`config.mk`:
```
export PLATFORM = sky130hd
export DESIGN_NAME = ptm_top
export DESIGN_NICKNAME = d
export VERILOG_FILES = /design/src/ptm_pkg.sv /design/src/ptm_top.sv
export SDC_FILE = /design/constraint.sdc
export NUM_CORES = 1
export LEC_CHECK = 0
export BUFFER_PORTS_ARGS = -buffer_cell sky130_fd_sc_hd__buf_4
export CORE_UTILIZATION = 49
export CTS_CLUSTER_DIAMETER = 60
export DETAILED_ROUTE_END_ITERATION = 10
export GPL_TIMING_DRIVEN = 0
export PLACE_DENSITY = 0.67
export SLEW_MARGIN = 30
export SYNTH_ARGS = -nofsm -noshare
export SYNTH_HDL_FRONTEND = slang
export SYNTH_SLANG_ARGS = --single-unit
```
`constraint.sdc`:
```
create_clock -name mclk -period 6.9 [get_ports mclk]
set_input_delay 0 -clock mclk [delete_from_list [all_inputs] [get_ports mclk]]
set_output_delay 0 -clock mclk [all_outputs]
set_load 0.03 [all_outputs]
```
`src/ptm_pkg.sv`:
```
// Constants for the 10-bit periodic timer: register map, field layout, codes.
// Assumes a byte-wide register port with a 3-bit word index.
package ptm_pkg;

    localparam int ADDR_W = 3;
    localparam int DATA_W = 8;
    localparam int CNT_W = 10;

    // Register indices.
    localparam logic [2:0] ADDR_CTRL0 = 3'h0;
    localparam logic [2:0] ADDR_CTRL1 = 3'h1;
    localparam logic [2:0] ADDR_CNT_LO = 3'h2;
    localparam logic [2:0] ADDR_CNT_HI = 3'h3;
    localparam logic [2:0] ADDR_CMPA_LO = 3'h4;
    localparam logic [2:0] ADDR_CMPA_HI = 3'h5;
    localparam logic [2:0] ADDR_PER_LO = 3'h6;
    localparam logic [2:0] ADDR_PER_HI = 3'h7;

    // Control zero fields.
    localparam int C0_PAUSE = 7;
    localparam int C0_CKSEL_LSB = 4;
    localparam int C0_RUN = 3;
    localparam logic [7:0] C0_WMASK = 8'hf8;

    // Control one fields.
    localparam int C1_MODE_LSB = 6;
    localparam int C1_IO_LSB = 4;
    localparam int C1_OC = 3;
    localparam int C1_POL = 2;
    localparam int C1_CAPTS = 1;
    localparam int C1_CCLR = 0;

    localparam logic [7:0] REG_RESET = 8'h00;
    localparam logic [9:0] CNT_RESET = 10'h000;
    localparam logic [9:0] CNT_MAX = 10'h3ff;
    localparam logic [9:0] CNT_ONE = 10'h001;
    localparam logic [5:0] HI_PAD = 6'h00;

    // Operating modes.
    localparam logic [1:0] MODE_CMP = 2'h0;
    localparam logic [1:0] MODE_CAP = 2'h1;
    localparam logic [1:0] MODE_PWM = 2'h2;
    localparam logic [1:0] MODE_TMR = 2'h3;

    // Pin function codes, per mode.
    localparam logic [1:0] IO_CMP_LOW = 2'h1;
    localparam logic [1:0] IO_CMP_HIGH = 2'h2;
    localparam logic [1:0] IO_CMP_TOG = 2'h3;
    localparam logic [1:0] IO_PWM_INACT = 2'h0;
    localparam logic [1:0] IO_PWM_ACT = 2'h1;
    localparam logic [1:0] IO_PWM_OUT = 2'h2;
    localparam logic [1:0] IO_SPULSE = 2'h3;
    localparam logic [1:0] IO_CAP_RISE = 2'h0;
    localparam logic [1:0] IO_CAP_FALL = 2'h1;
    localparam logic [1:0] IO_CAP_BOTH = 2'h2;

    // Clock source codes.
    localparam logic [2:0] CK_SYS4 = 3'h0;
    localparam logic [2:0] CK_SYS = 3'h1;
    localparam logic [2:0] CK_H16 = 3'h2;
    localparam logic [2:0] CK_H64 = 3'h3;
    localparam logic [2:0] CK_SUB0 = 3'h4;
    localparam logic [2:0] CK_SUB1 = 3'h5;
    localparam logic [2:0] CK_EXT_RISE = 3'h6;
    localparam logic [2:0] CK_EXT_FALL = 3'h7;

    // Prescaler terminal counts.
    localparam logic [1:0] SYS4_LAST = 2'h3;
    localparam logic [1:0] SYS4_ONE = 2'h1;
    localparam logic [3:0] H16_LAST = 4'hf;
    localparam logic [5:0] H64_LAST = 6'h3f;
    localparam logic [5:0] HDIV_ONE = 6'h01;

endpackage

```
`src/ptm_top.sv`:
```
// Periodic timer: 10-bit up counter, two comparators, four modes.
// Assumes all pins synchronous to mclk; high and sub clocks arrive as
// one-cycle tick enables.
//
// Overview of operation
// Three-bit field picks the counter clock source.
// Run bit rising clears the counter.
// Run bit low stops and holds count.
// Run rising restores initial output level. The code does so only outside capture and timer modes.
// Two-bit field selects the operating mode.
// Software turns off before changing mode.
// Timer mode leaves the output pin unused.
// Compare match A: none, low, high, toggle.
// PWM modes: inactive, active, PWM, single pulse.
// Capture on rising, falling, both, or off.
// Requested level equal initial shows no change.
// Software changes pin function only when off.
// Output-control bit sets initial or active level.
// Polarity bit inverts the output pin.
// Capture source: capture pin or clock pin.
// Clear on A match, or P/overflow.
// Clear-select ignored outside compare and timer modes.
// Counter readable as low and high bytes.
// Compare A and period are read/write pairs.
// Clear-select zero raises both A and P flags.
// Clear-select one never raises P flag.
// Zero compare A overflows without A flag.
// Pause holds the counter, resumes after.
// Only A match changes compare-mode output.
// Counter increments on each selected clock edge.
//
// Added by the designer: the register offsets and the strobed register port.
`timescale 1ns/1ps
`default_nettype none

module ptm_top (
    input wire logic mclk,
    input wire logic rst_n,
    input wire logic [2:0] reg_addr,
    input wire logic [7:0] reg_wdata,
    input wire logic reg_wr,
    input wire logic reg_rd,
    output logic [7:0] reg_rdata_q,
    input wire logic high_clk_tick,
    input wire logic sub_clk_tick,
    input wire logic external_clock_pin,
    input wire logic capture_input_pin,
    output logic timer_output_pin_q,
    output logic timer_output_en_q,
    output logic compare_a_flag_q,
    output logic compare_p_flag_q
);

    ////////////////////////////////////////////////////////////////////////////
    // State.

    logic [7:0] c0_q, c0_d, c1_q, c1_d, reg_rdata_d;
    logic [9:0] cnt_q, cnt_d, cmpa_q, cmpa_d, per_q, per_d, cnt_inc;
    logic run_prev_q, ext_prev_q, capin_prev_q, out_raw_q, out_raw_d;
    logic pin_d, pin_en_d;
    logic [1:0] sys_div_q, sys_div_d;
    logic [5:0] h_div_q, h_div_d;
    logic fa_ev, fp_ev, cap_ev, cnt_tick;

    logic run_q, pause_q, run_rise, oc, cclr, sp_mode;
    logic [2:0] cksel;
    logic [1:0] mode, io;
    logic ext_rise, ext_fall, cap_src, cap_prev, a_eq, p_hit, ovf;

    assign run_q = c0_q[ptm_pkg::C0_RUN];
    assign pause_q = c0_q[ptm_pkg::C0_PAUSE];
    assign cksel = c0_q[ptm_pkg::C0_CKSEL_LSB +: 3];
    assign mode = c1_q[ptm_pkg::C1_MODE_LSB +: 2];
    assign io = c1_q[ptm_pkg::C1_IO_LSB +: 2];
    assign oc = c1_q[ptm_pkg::C1_OC];
    assign cclr = c1_q[ptm_pkg::C1_CCLR];
    assign sp_mode = (mode == ptm_pkg::MODE_PWM) && (io == ptm_pkg::IO_SPULSE);
    assign run_rise = run_q && !run_prev_q;
    assign cnt_inc = cnt_q + ptm_pkg::CNT_ONE;
    assign ext_rise = external_clock_pin && !ext_prev_q;
    assign ext_fall = !external_clock_pin && ext_prev_q;
    assign a_eq = (cnt_q == cmpa_q);
    // A zero period lets the counter run to its maximum and wrap.
    assign p_hit = (per_q != ptm_pkg::CNT_RESET) && (cnt_q == per_q);
    assign ovf = (per_q == ptm_pkg::CNT_RESET) && (cnt_q == ptm_pkg::CNT_MAX);

    ////////////////////////////////////////////////////////////////////////////
    // Clock selection and capture edge detection.

    always_comb begin
        sys_div_d = sys_div_q + ptm_pkg::SYS4_ONE;
        h_div_d = h_div_q;
        if (high_clk_tick) begin
            h_div_d = h_div_q + ptm_pkg::HDIV_ONE;
        end
        case (cksel)
            ptm_pkg::CK_SYS4: cnt_tick = (sys_div_q == ptm_pkg::SYS4_LAST);
            ptm_pkg::CK_SYS: cnt_tick = 1'b1;
            ptm_pkg::CK_H16: cnt_tick = high_clk_tick && (h_div_q[3:0] == ptm_pkg::H16_LAST);
            ptm_pkg::CK_H64: cnt_tick = high_clk_tick && (h_div_q == ptm_pkg::H64_LAST);
            ptm_pkg::CK_SUB0, ptm_pkg::CK_SUB1: cnt_tick = sub_clk_tick;
            ptm_pkg::CK_EXT_RISE: cnt_tick = ext_rise;
            ptm_pkg::CK_EXT_FALL: cnt_tick = ext_fall;
            default: cnt_tick = 1'b0;
        endcase
        cap_src = c1_q[ptm_pkg::C1_CAPTS] ? external_clock_pin : capture_input_pin;
        cap_prev = c1_q[ptm_pkg::C1_CAPTS] ? ext_prev_q : capin_prev_q;
        case (io)
            ptm_pkg::IO_CAP_RISE: cap_ev = cap_src && !cap_prev;
            ptm_pkg::IO_CAP_FALL: cap_ev = !cap_src && cap_prev;
            ptm_pkg::IO_CAP_BOTH: cap_ev = cap_src != cap_prev;
            default: cap_ev = 1'b0;
        endcase
    end

    ////////////////////////////////////////////////////////////////////////////
    // Counter, comparators, output level and register writes.

    always_comb begin
        c0_d = c0_q;
        c1_d = c1_q;
        cnt_d = cnt_q;
        cmpa_d = cmpa_q;
        per_d = per_q;
        out_raw_d = out_raw_q;
        fa_ev = 1'b0;
        fp_ev = 1'b0;
        if (run_rise) begin
            cnt_d = ptm_pkg::CNT_RESET;
            if (mode != ptm_pkg::MODE_CAP && mode != ptm_pkg::MODE_TMR) begin
                out_raw_d = oc;
            end
        end else if (run_q && !pause_q && cnt_tick) begin
            cnt_d = cnt_inc;
            case (mode)
                ptm_pkg::MODE_CMP, ptm_pkg::MODE_TMR: begin
                    if (cclr) begin
                        // A zero compare value never matches, so the count wraps.
                        if (a_eq && cmpa_q != ptm_pkg::CNT_RESET) begin
                            fa_ev = 1'b1;
                            cnt_d = ptm_pkg::CNT_RESET;
                        end
                    end else begin
                        fa_ev = a_eq && (cmpa_q != ptm_pkg::CNT_RESET);
                        if (p_hit || ovf) begin
                            fp_ev = 1'b1;
                            cnt_d = ptm_pkg::CNT_RESET;
                        end
                    end
                    if (mode == ptm_pkg::MODE_CMP && fa_ev) begin
                        case (io)
                            ptm_pkg::IO_CMP_LOW: out_raw_d = 1'b0;
                            ptm_pkg::IO_CMP_HIGH: out_raw_d = 1'b1;
                            ptm_pkg::IO_CMP_TOG: out_raw_d = !out_raw_q;
                            default: out_raw_d = out_raw_q;
                        endcase
                    end
                end
                ptm_pkg::MODE_PWM: begin
                    if (sp_mode) begin
                        if (a_eq) begin
                            fa_ev = 1'b1;
                            out_raw_d = !oc;
                            c0_d[ptm_pkg::C0_RUN] = 1'b0;
                        end
                    end else begin
                        fa_ev = a_eq;
                        if (p_hit || ovf) begin
                            fp_ev = 1'b1;
                            cnt_d = ptm_pkg::CNT_RESET;
                        end
                    end
                end
                default: begin
                    if (p_hit || ovf) begin
                        fp_ev = 1'b1;
                        cnt_d = ptm_pkg::CNT_RESET;
                    end
                end
            endcase
        end
        // Waveform level follows the count continuously in PWM output.
        if (run_q && !run_rise && mode == ptm_pkg::MODE_PWM && !sp_mode) begin
            case (io)
                ptm_pkg::IO_PWM_INACT: out_raw_d = !oc;
                ptm_pkg::IO_PWM_ACT: out_raw_d = oc;
                ptm_pkg::IO_PWM_OUT: begin
                    if (cnt_q < cmpa_q || (per_q != ptm_pkg::CNT_RESET && cmpa_q >= per_q)) begin
                        out_raw_d = oc;
                    end else begin
                        out_raw_d = !oc;
                    end
                end
                default: out_raw_d = out_raw_q;
            endcase
        end
        if (sp_mode && !run_q && ext_rise) begin
            c0_d[ptm_pkg::C0_RUN] = 1'b1;
        end
        // Software writes come after the hardware run clear, so a set wins.
        if (reg_wr) begin
            case (reg_addr)
                ptm_pkg::ADDR_CTRL0: c0_d = reg_wdata & ptm_pkg::C0_WMASK;
                ptm_pkg::ADDR_CTRL1: c1_d = reg_wdata;
                ptm_pkg::ADDR_CMPA_LO: cmpa_d[7:0] = reg_wdata;
                ptm_pkg::ADDR_CMPA_HI: cmpa_d[9:8] = reg_wdata[1:0];
                ptm_pkg::ADDR_PER_LO: per_d[7:0] = reg_wdata;
                ptm_pkg::ADDR_PER_HI: per_d[9:8] = reg_wdata[1:0];
                default: c0_d = c0_d;
            endcase
        end
        // A capture overrides a software write of compare A in the same cycle.
        if (mode == ptm_pkg::MODE_CAP && run_q && !run_rise && cap_ev) begin
            cmpa_d = cnt_q;
            fa_ev = 1'b1;
        end
        pin_en_d = (c1_d[ptm_pkg::C1_MODE_LSB +: 2] != ptm_pkg::MODE_TMR);
        pin_d = pin_en_d && (out_raw_d ^ c1_d[ptm_pkg::C1_POL]);
    end

    ////////////////////////////////////////////////////////////////////////////
    // Read port.

    always_comb begin
        reg_rdata_d = ptm_pkg::REG_RESET;
        if (reg_rd) begin
            case (reg_addr)
                ptm_pkg::ADDR_CTRL0: reg_rdata_d = c0_q;
                ptm_pkg::ADDR_CTRL1: reg_rdata_d = c1_q;
                ptm_pkg::ADDR_CNT_LO: reg_rdata_d = cnt_q[7:0];
                ptm_pkg::ADDR_CNT_HI: reg_rdata_d = {ptm_pkg::HI_PAD, cnt_q[9:8]};
                ptm_pkg::ADDR_CMPA_LO: reg_rdata_d = cmpa_q[7:0];
                ptm_pkg::ADDR_CMPA_HI: reg_rdata_d = {ptm_pkg::HI_PAD, cmpa_q[9:8]};
                ptm_pkg::ADDR_PER_LO: reg_rdata_d = per_q[7:0];
                ptm_pkg::ADDR_PER_HI: reg_rdata_d = {ptm_pkg::HI_PAD, per_q[9:8]};
                default: reg_rdata_d = ptm_pkg::REG_RESET;
            endcase
        end
    end

    always_ff @(posedge mclk) begin
        if (!rst_n) begin
            c0_q <= ptm_pkg::REG_RESET;
            c1_q <= ptm_pkg::REG_RESET;
            cnt_q <= ptm_pkg::CNT_RESET;
            cmpa_q <= ptm_pkg::CNT_RESET;
            per_q <= ptm_pkg::CNT_RESET;
            run_prev_q <= 1'b0;
            ext_prev_q <= 1'b0;
            capin_prev_q <= 1'b0;
            out_raw_q <= 1'b0;
            sys_div_q <= 2'h0;
            h_div_q <= 6'h00;
            reg_rdata_q <= ptm_pkg::REG_RESET;
            timer_output_pin_q <= 1'b0;
            timer_output_en_q <= 1'b0;
            compare_a_flag_q <= 1'b0;
            compare_p_flag_q <= 1'b0;
        end else begin
            c0_q <= c0_d;
            c1_q <= c1_d;
            cnt_q <= cnt_d;
            cmpa_q <= cmpa_d;
            per_q <= per_d;
            run_prev_q <= run_q;
            ext_prev_q <= external_clock_pin;
            capin_prev_q <= capture_input_pin;
            out_raw_q <= out_raw_d;
            sys_div_q <= sys_div_d;
            h_div_q <= h_div_d;
            reg_rdata_q <= reg_rdata_d;
            timer_output_pin_q <= pin_d;
            timer_output_en_q <= pin_en_d;
            compare_a_flag_q <= fa_ev;
            compare_p_flag_q <= fp_ev;
        end
    end
endmodule

`default_nettype wire

```
Word level (Yosys, flattened, before mapping)
Cells that the tools add are included.
- register bits: 67
- input bits: 19
- output and inout bits: 12
- word-level logic and storage cells: 167
- add/subtract/negate cells: 3
- magnitude comparators: 2
- eq/ne operators: 30
- mux-type cells: 50
- bitwise gates (word level): 3
- reduce and logical (&&, ||, !) cells: 59
- operator list (operator ; number):
    case mux 8 bit (8 select lines) ; 1
    two-way mux 10 bit ; 6
    two-way mux 1 bit ; 29
    logical AND 1 bit ; 25
    equality test 3 bit, second input constant ; 8
    two-way mux 8 bit ; 3
    equality test 10 bit ; 2
    case mux 10 bit (2 select lines) ; 1
    nonzero test 10 bit ; 2
    AND reduction 2 bit ; 7
    equality test 3 x 2 -> 1 bit, second input constant ; 4
    logical NOT 1 bit ; 11
    adder 10 x 1 -> 10 bit, second input constant ; 1
    equality test 10 bit, second input constant ; 1
    equality test 2 bit, second input constant ; 5
    >= comparator 10 bit ; 1
    logical NOT 10 bit ; 1
    less-than comparator 10 bit ; 1
    case mux 1 bit (3 select lines) ; 3
    two-way mux 4 bit ; 2
    case mux 1 bit (7 select lines) ; 1
    adder 6 x 1 -> 6 bit, second input constant ; 1
    equality test 3 x 1 -> 1 bit, second input constant ; 2
    equality test 6 bit, second input constant ; 1
    other kinds (16) ; 28

Depth between registers and ports, before layout
- depth in word-level cells: 15
- gate-level depth with buffers: 10
- mapped depth without buffers: 9

Worst setup path after synthesis
No wires, ideal clock.
- path type: reg2reg
- start point: register cmpa_q[9]
- end point: register timer_output_pin_q
- data arrival time: 2233 ps
- setup slack: 4597 ps
- stages on the path, launching flop included: 10
- path buffers: 0
- clock period less this slack: 2303 ps
- path through: dfxtp_1 inv_1 ha_1 nand4_2 nor4_2 mux2i_1 a211oi_2 o221ai_2 or4_1 a21boi_1
- longest elaborated chain between the ends: 15
- ends and longest elaborated chain (item ; line ; RTL):
    from (decl) ; ptm_top.sv:58 ; logic [9:0] cnt_q, cnt_d, cmpa_q, cmpa_d, per_q, per_d, cnt_inc;
    from (signal assigned) ; ptm_top.sv:246 ; cmpa_q <= ptm_pkg::CNT_RESET;
    from (signal assigned) ; ptm_top.sv:263 ; cmpa_q <= cmpa_d;
    equality test 10 bit or nonzero test 10 bit (tied branches) ; ptm_top.sv:82, ptm_top.sv:139, ptm_top.sv:144 ;
    logical AND 1 bit ; ptm_top.sv:139, ptm_top.sv:144 ;
    two-way mux 1 bit ; ptm_top.sv:139 ; if (a_eq && cmpa_q != ptm_pkg::CNT_RESET) begin
    two-way mux 1 bit ; ptm_top.sv:137 ; if (cclr) begin
    two-way mux 1 bit ; ptm_top.sv:135 ; case (mode)
    two-way mux 1 bit ; ptm_top.sv:133 ; end else if (run_q && !pause_q && cnt_tick) begin
    two-way mux 1 bit ; ptm_top.sv:128 ; if (run_rise) begin
    logical AND 1 bit ; ptm_top.sv:150 ; if (mode == ptm_pkg::MODE_CMP && fa_ev) begin
    two-way mux 1 bit ; ptm_top.sv:150 ;
    case mux 1 bit (2 select lines) ; ptm_top.sv:135 ;
    two-way mux 1 bit ; ptm_top.sv:133 ;
    two-way mux 1 bit ; ptm_top.sv:128 ;
    two-way mux 1 bit * ; ptm_top.sv:183 ; if (run_q && !run_rise && mode == ptm_pkg::MODE_PWM && !sp_mode) begin
    XOR 1 bit * ; ptm_top.sv:218 ; pin_d = pin_en_d && (out_raw_d ^ c1_d[ptm_pkg::C1_POL]);
    logical AND 1 bit * ; ptm_top.sv:218 ;
    to (signal assigned) ; ptm_top.sv:272 ; timer_output_pin_q <= pin_d;
    to (decl) ; ptm_top.sv:48 ; output logic timer_output_pin_q,
Mark *: on every way between the ends. The rest lies on a longest branch, timed or not. The select of a mux whose other input is x is not followed.
A chain may end at the register's enable or synchronous reset.

Worst setup path after layout
- start point: register cmpa_q[9]
- end point: register cnt_q[7]
- longest elaborated chain between the ends: 5
- ends and longest elaborated chain (item ; line ; RTL):
    equality test 10 bit or nonzero test 10 bit (tied branches) ; ptm_top.sv:82, ptm_top.sv:139 ;
    logical AND 1 bit * ; ptm_top.sv:139 ;
    two-way mux 10 bit * ; ptm_top.sv:139 ;
    two-way mux 10 bit * ; ptm_top.sv:137 ;
    case mux 10 bit (2 select lines) * ; ptm_top.sv:135 ;
    to (signal assigned) ; ptm_top.sv:245 ; cnt_q <= ptm_pkg::CNT_RESET;
    to (signal assigned) ; ptm_top.sv:262 ; cnt_q <= cnt_d;
    to (decl) ; ptm_top.sv:58 ;
Mark *: on every way between the ends. The rest lies on a longest branch, timed or not.

==> summary.txt <==
Outcome: completed
Setup violators final: 0
Gr ovfl total: 0
Die width: 93.83 um
Ys async rst share: 0%
Crit Path Category: flip-flop to flip-flop
Die Area: 8803 um^2
Max Cap Viol: 0
Total track usage: 28.23%
Post-Layout Cell Count: 659
YS warnings: 0
WP data arrival: 3.12 ns
Worst Setup End Kind: flip-flop
Top-Level Pins: 31
FF-to-FF setup slack: 4.02 ns
Fin nets: 597
Total wire length: 11820 um
Vias in the first global route: 3539
CTS clk-pin slew, worst paths: 0.09 ns
Register Area: 1341 um^2
EDFF count, synth: 0
Cell Area, Placed: 4473 um^2
H-tree depth: 3
Mapped Area: 4131 um^2
Ys flop type: dfxtp_1
CP Data Required Time: 7.14 ns
Clock Tree Root: clkbuf_8
Yosys reg bits: 67
DR pass1 iterations: 5
Gpl congestion: 0.9293
Final hold vios: 0
Cell area after layout: 4787 um^2
Syn Nets: 547
CP max FO: 7
Slew Limit Fails: 0
Crit share post-route: 41.72%
Sequential element share of the synthesized area: 32.47%
Initial antenna violation count: 0
Die Y: 93.83 um
WHS: 0.05439 ns
Routed len/inst: 17.94 um
CTS resizes: 0
RSZ-0062 raised after global routing: false
Max Freq: 347.4 MHz
Largest net degree at the start of global routing: 15
Layout cells sized above 1: 11.19%
Post-synthesis instance total: 499
First DRT Iteration DRCs: 369
Mean post-synth cell area: 8.279 um^2
N_diodes: 0
Hpwl dp: 8683 um
Post-DRT Antenna Nets: 0
Cells after DPL: 632
Yosys cell types: 52
Via count: 3912
Max-slew headroom: 42.52%
IO Port Bufs: 28
Least-Margin Pin Slew: 0.8556 ns
Area delta synth->final: 15.87%
LEAKAGE: 0.001962 uW
Setup_tns: 0 ns
CTS tree: built
HP Class: input port to flip-flop
PwrDens: 181.6 nW/um^2
Tmin final: 2.879 ns
First-pass GRT wire length: 18490 um
Maximum buffer depth of the clock tree: 2
Maximum VDD drop: 0.0001090 V
Clk Latency, worst-skew pair: 0.36 ns
TritonCTS buffer count: 9
Layout fillers: 764
Total core area: 8175 um^2
Starting density of the core: 50.54%
Clock Skew: 0.01494 ns
Row cnt: 33
Startpoint types: flip-flop
TritonCTS Sinks: 67
Util after Layout: 58.56%
Vias per std cell: 5.936
Residual DRC: 0
Area of the multi-input gates: 2560 um^2
-- power breakdown --
| part | total, uW | switching [uW] | internal [uW] |
|---|---|---|---|
| logic | 111 | 66.0 | 44.9 |
| clock network | 352 | 180 | 172 |
| registers | 406 | 10.8 | 395 |
| total | 869 | 257 | 612 |
-- sequential cells by signal, indices dropped and copies added, names as in the netlist --
| name | flops |
|---|---|
| timer_output_pin_q | 1 |
| compare_p_flag_q | 1 |
| out_raw_q | 1 |
| compare_a_flag_q | 1 |
| h_div_q | 6 |
| timer_output_en_q | 1 |
| c1_q | 8 |
| ext_prev_q | 1 |
| cnt_q | 10 |
| reg_rdata_q | 8 |
| cmpa_q | 10 |
| run_prev_q | 1 |
| per_q | 10 |
| sys_div_q | 2 |
| c0_q | 5 |
| capin_prev_q | 1 |
-- layout make-up --
class	count	share of cell area, %
Buffer	27	2.143
Clock buffer	9	2.588
Clock inverter	7	1.673
Inverter	34	2.666
Multi-Input combinational cell	371	53.48
Sequential cell	67	28.02
Tap cell	105	2.744
Timing Repair Buffer	39	6.691
-- critical path: stages (launching register included) --
cell and delay [ns]:
dfxtp_1 0.50, inv_1 0.08, ha_1 0.33, nand4_2 0.18, nor3_1 0.54, a21oi_1 0.13
o21ai_0 0.24, a21oi_1 0.21, o21ai_0 0.46, nor2_1 0.09
-- worst paths after layout --
path | start | to | cells past startpoint
min | reg_rd | reg_rdata_q[2]$_SDFF_PN0_ | 3
max reg2reg | cmpa_q[9]$_SDFFE_PN0P_ | cnt_q[7]$_SDFFE_PP0N_ | 9
max | cmpa_q[9]$_SDFFE_PN0P_ | cnt_q[7]$_SDFFE_PP0N_ | 9
min reg2reg | sys_div_q[0]$_SDFF_PN0_ | sys_div_q[0]$_SDFF_PN0_ | 1
-- stage by stage --
| stage | total power [uW] | setup slack [ns] |
|---|---|---|
| after floorplan | 478.9 | 4.597 |
| after global placement | 516.4 | 4.121 |
| after detailed placement | 518.6 | 4.059 |
| after CTS | 870.1 | 4.044 |
| after global routing | 900.5 | 3.831 |
| final | 869.5 | 4.021 |
-- synth_stat cells, types with 3 or more instances --
library cell,number,area [um^2]
a21boi_0,18,135.1
a21oi_1,16,80.08
a22oi_1,9,67.56
a31oi_1,4,25.02
and2_1,9,56.30
and3_1,9,56.30
clkbuf_1,25,93.84
dfxtp_1,67,1341
ha_1,29,362.9
inv_1,34,127.6
mux2_2,6,67.56
mux2i_1,15,150.1
mux4_2,4,90.09
nand2_1,73,274.0
nand2b_1,4,25.02
nand3_1,14,70.07
nand4_1,8,50.05
nor2_1,26,97.59
nor2b_1,16,100.1
nor3_1,11,55.05
nor4_1,11,68.82
o211a_1,12,120.1
o211ai_1,8,60.06
o21ai_0,18,90.09
o22a_1,3,26.28
xnor2_1,7,61.31
xor2_1,11,96.34
-- cell families after synthesis --
logic type | count (synthesis) | share of synthesized area [%]
compound gates | 105 | 18.17
xor+xnor | 18 | 3.816
fa+ha+maj | 29 | 8.783
buf+inv | 61 | 5.572
flops | 67 | 32.47
mux | 25 | 7.450
simple gates | 194 | 23.74
-- layer usage --
layer / up-vias / routed length, um / part of all wire [%] / global-route usage (%)
met5: - / 0 / 0 / 0
met4: 0 / 334 / 2.8 / 11.54
met3: 25 / 757 / 6.4 / 5.583
met2: 155 / 5386 / 46 / 44.71
met1: 1856 / 5343 / 45 / 37.38
li1: 1876 / - / - / -
-- repair_timing --
item / CTS / global route
hold buffers: 11 / 0
endpoints found under the hold margin: 24 / 0
buffers inserted: 0 / 0
-- layout by cell type (no fill, tap or decap), types with 16 or more instances in the layout --
master    Yosys  final
nand2_1      73     73
buf_4         0     28
a21oi_1      16     16
dfxtp_1      67     67
a21boi_0     18     18
inv_1        34     34
nor2_1       26     26
nor2b_1      16     16
clkbuf_1     25     25
o21ai_0      18     18
ha_1         29     29
(Power assumes the default switching activity.)
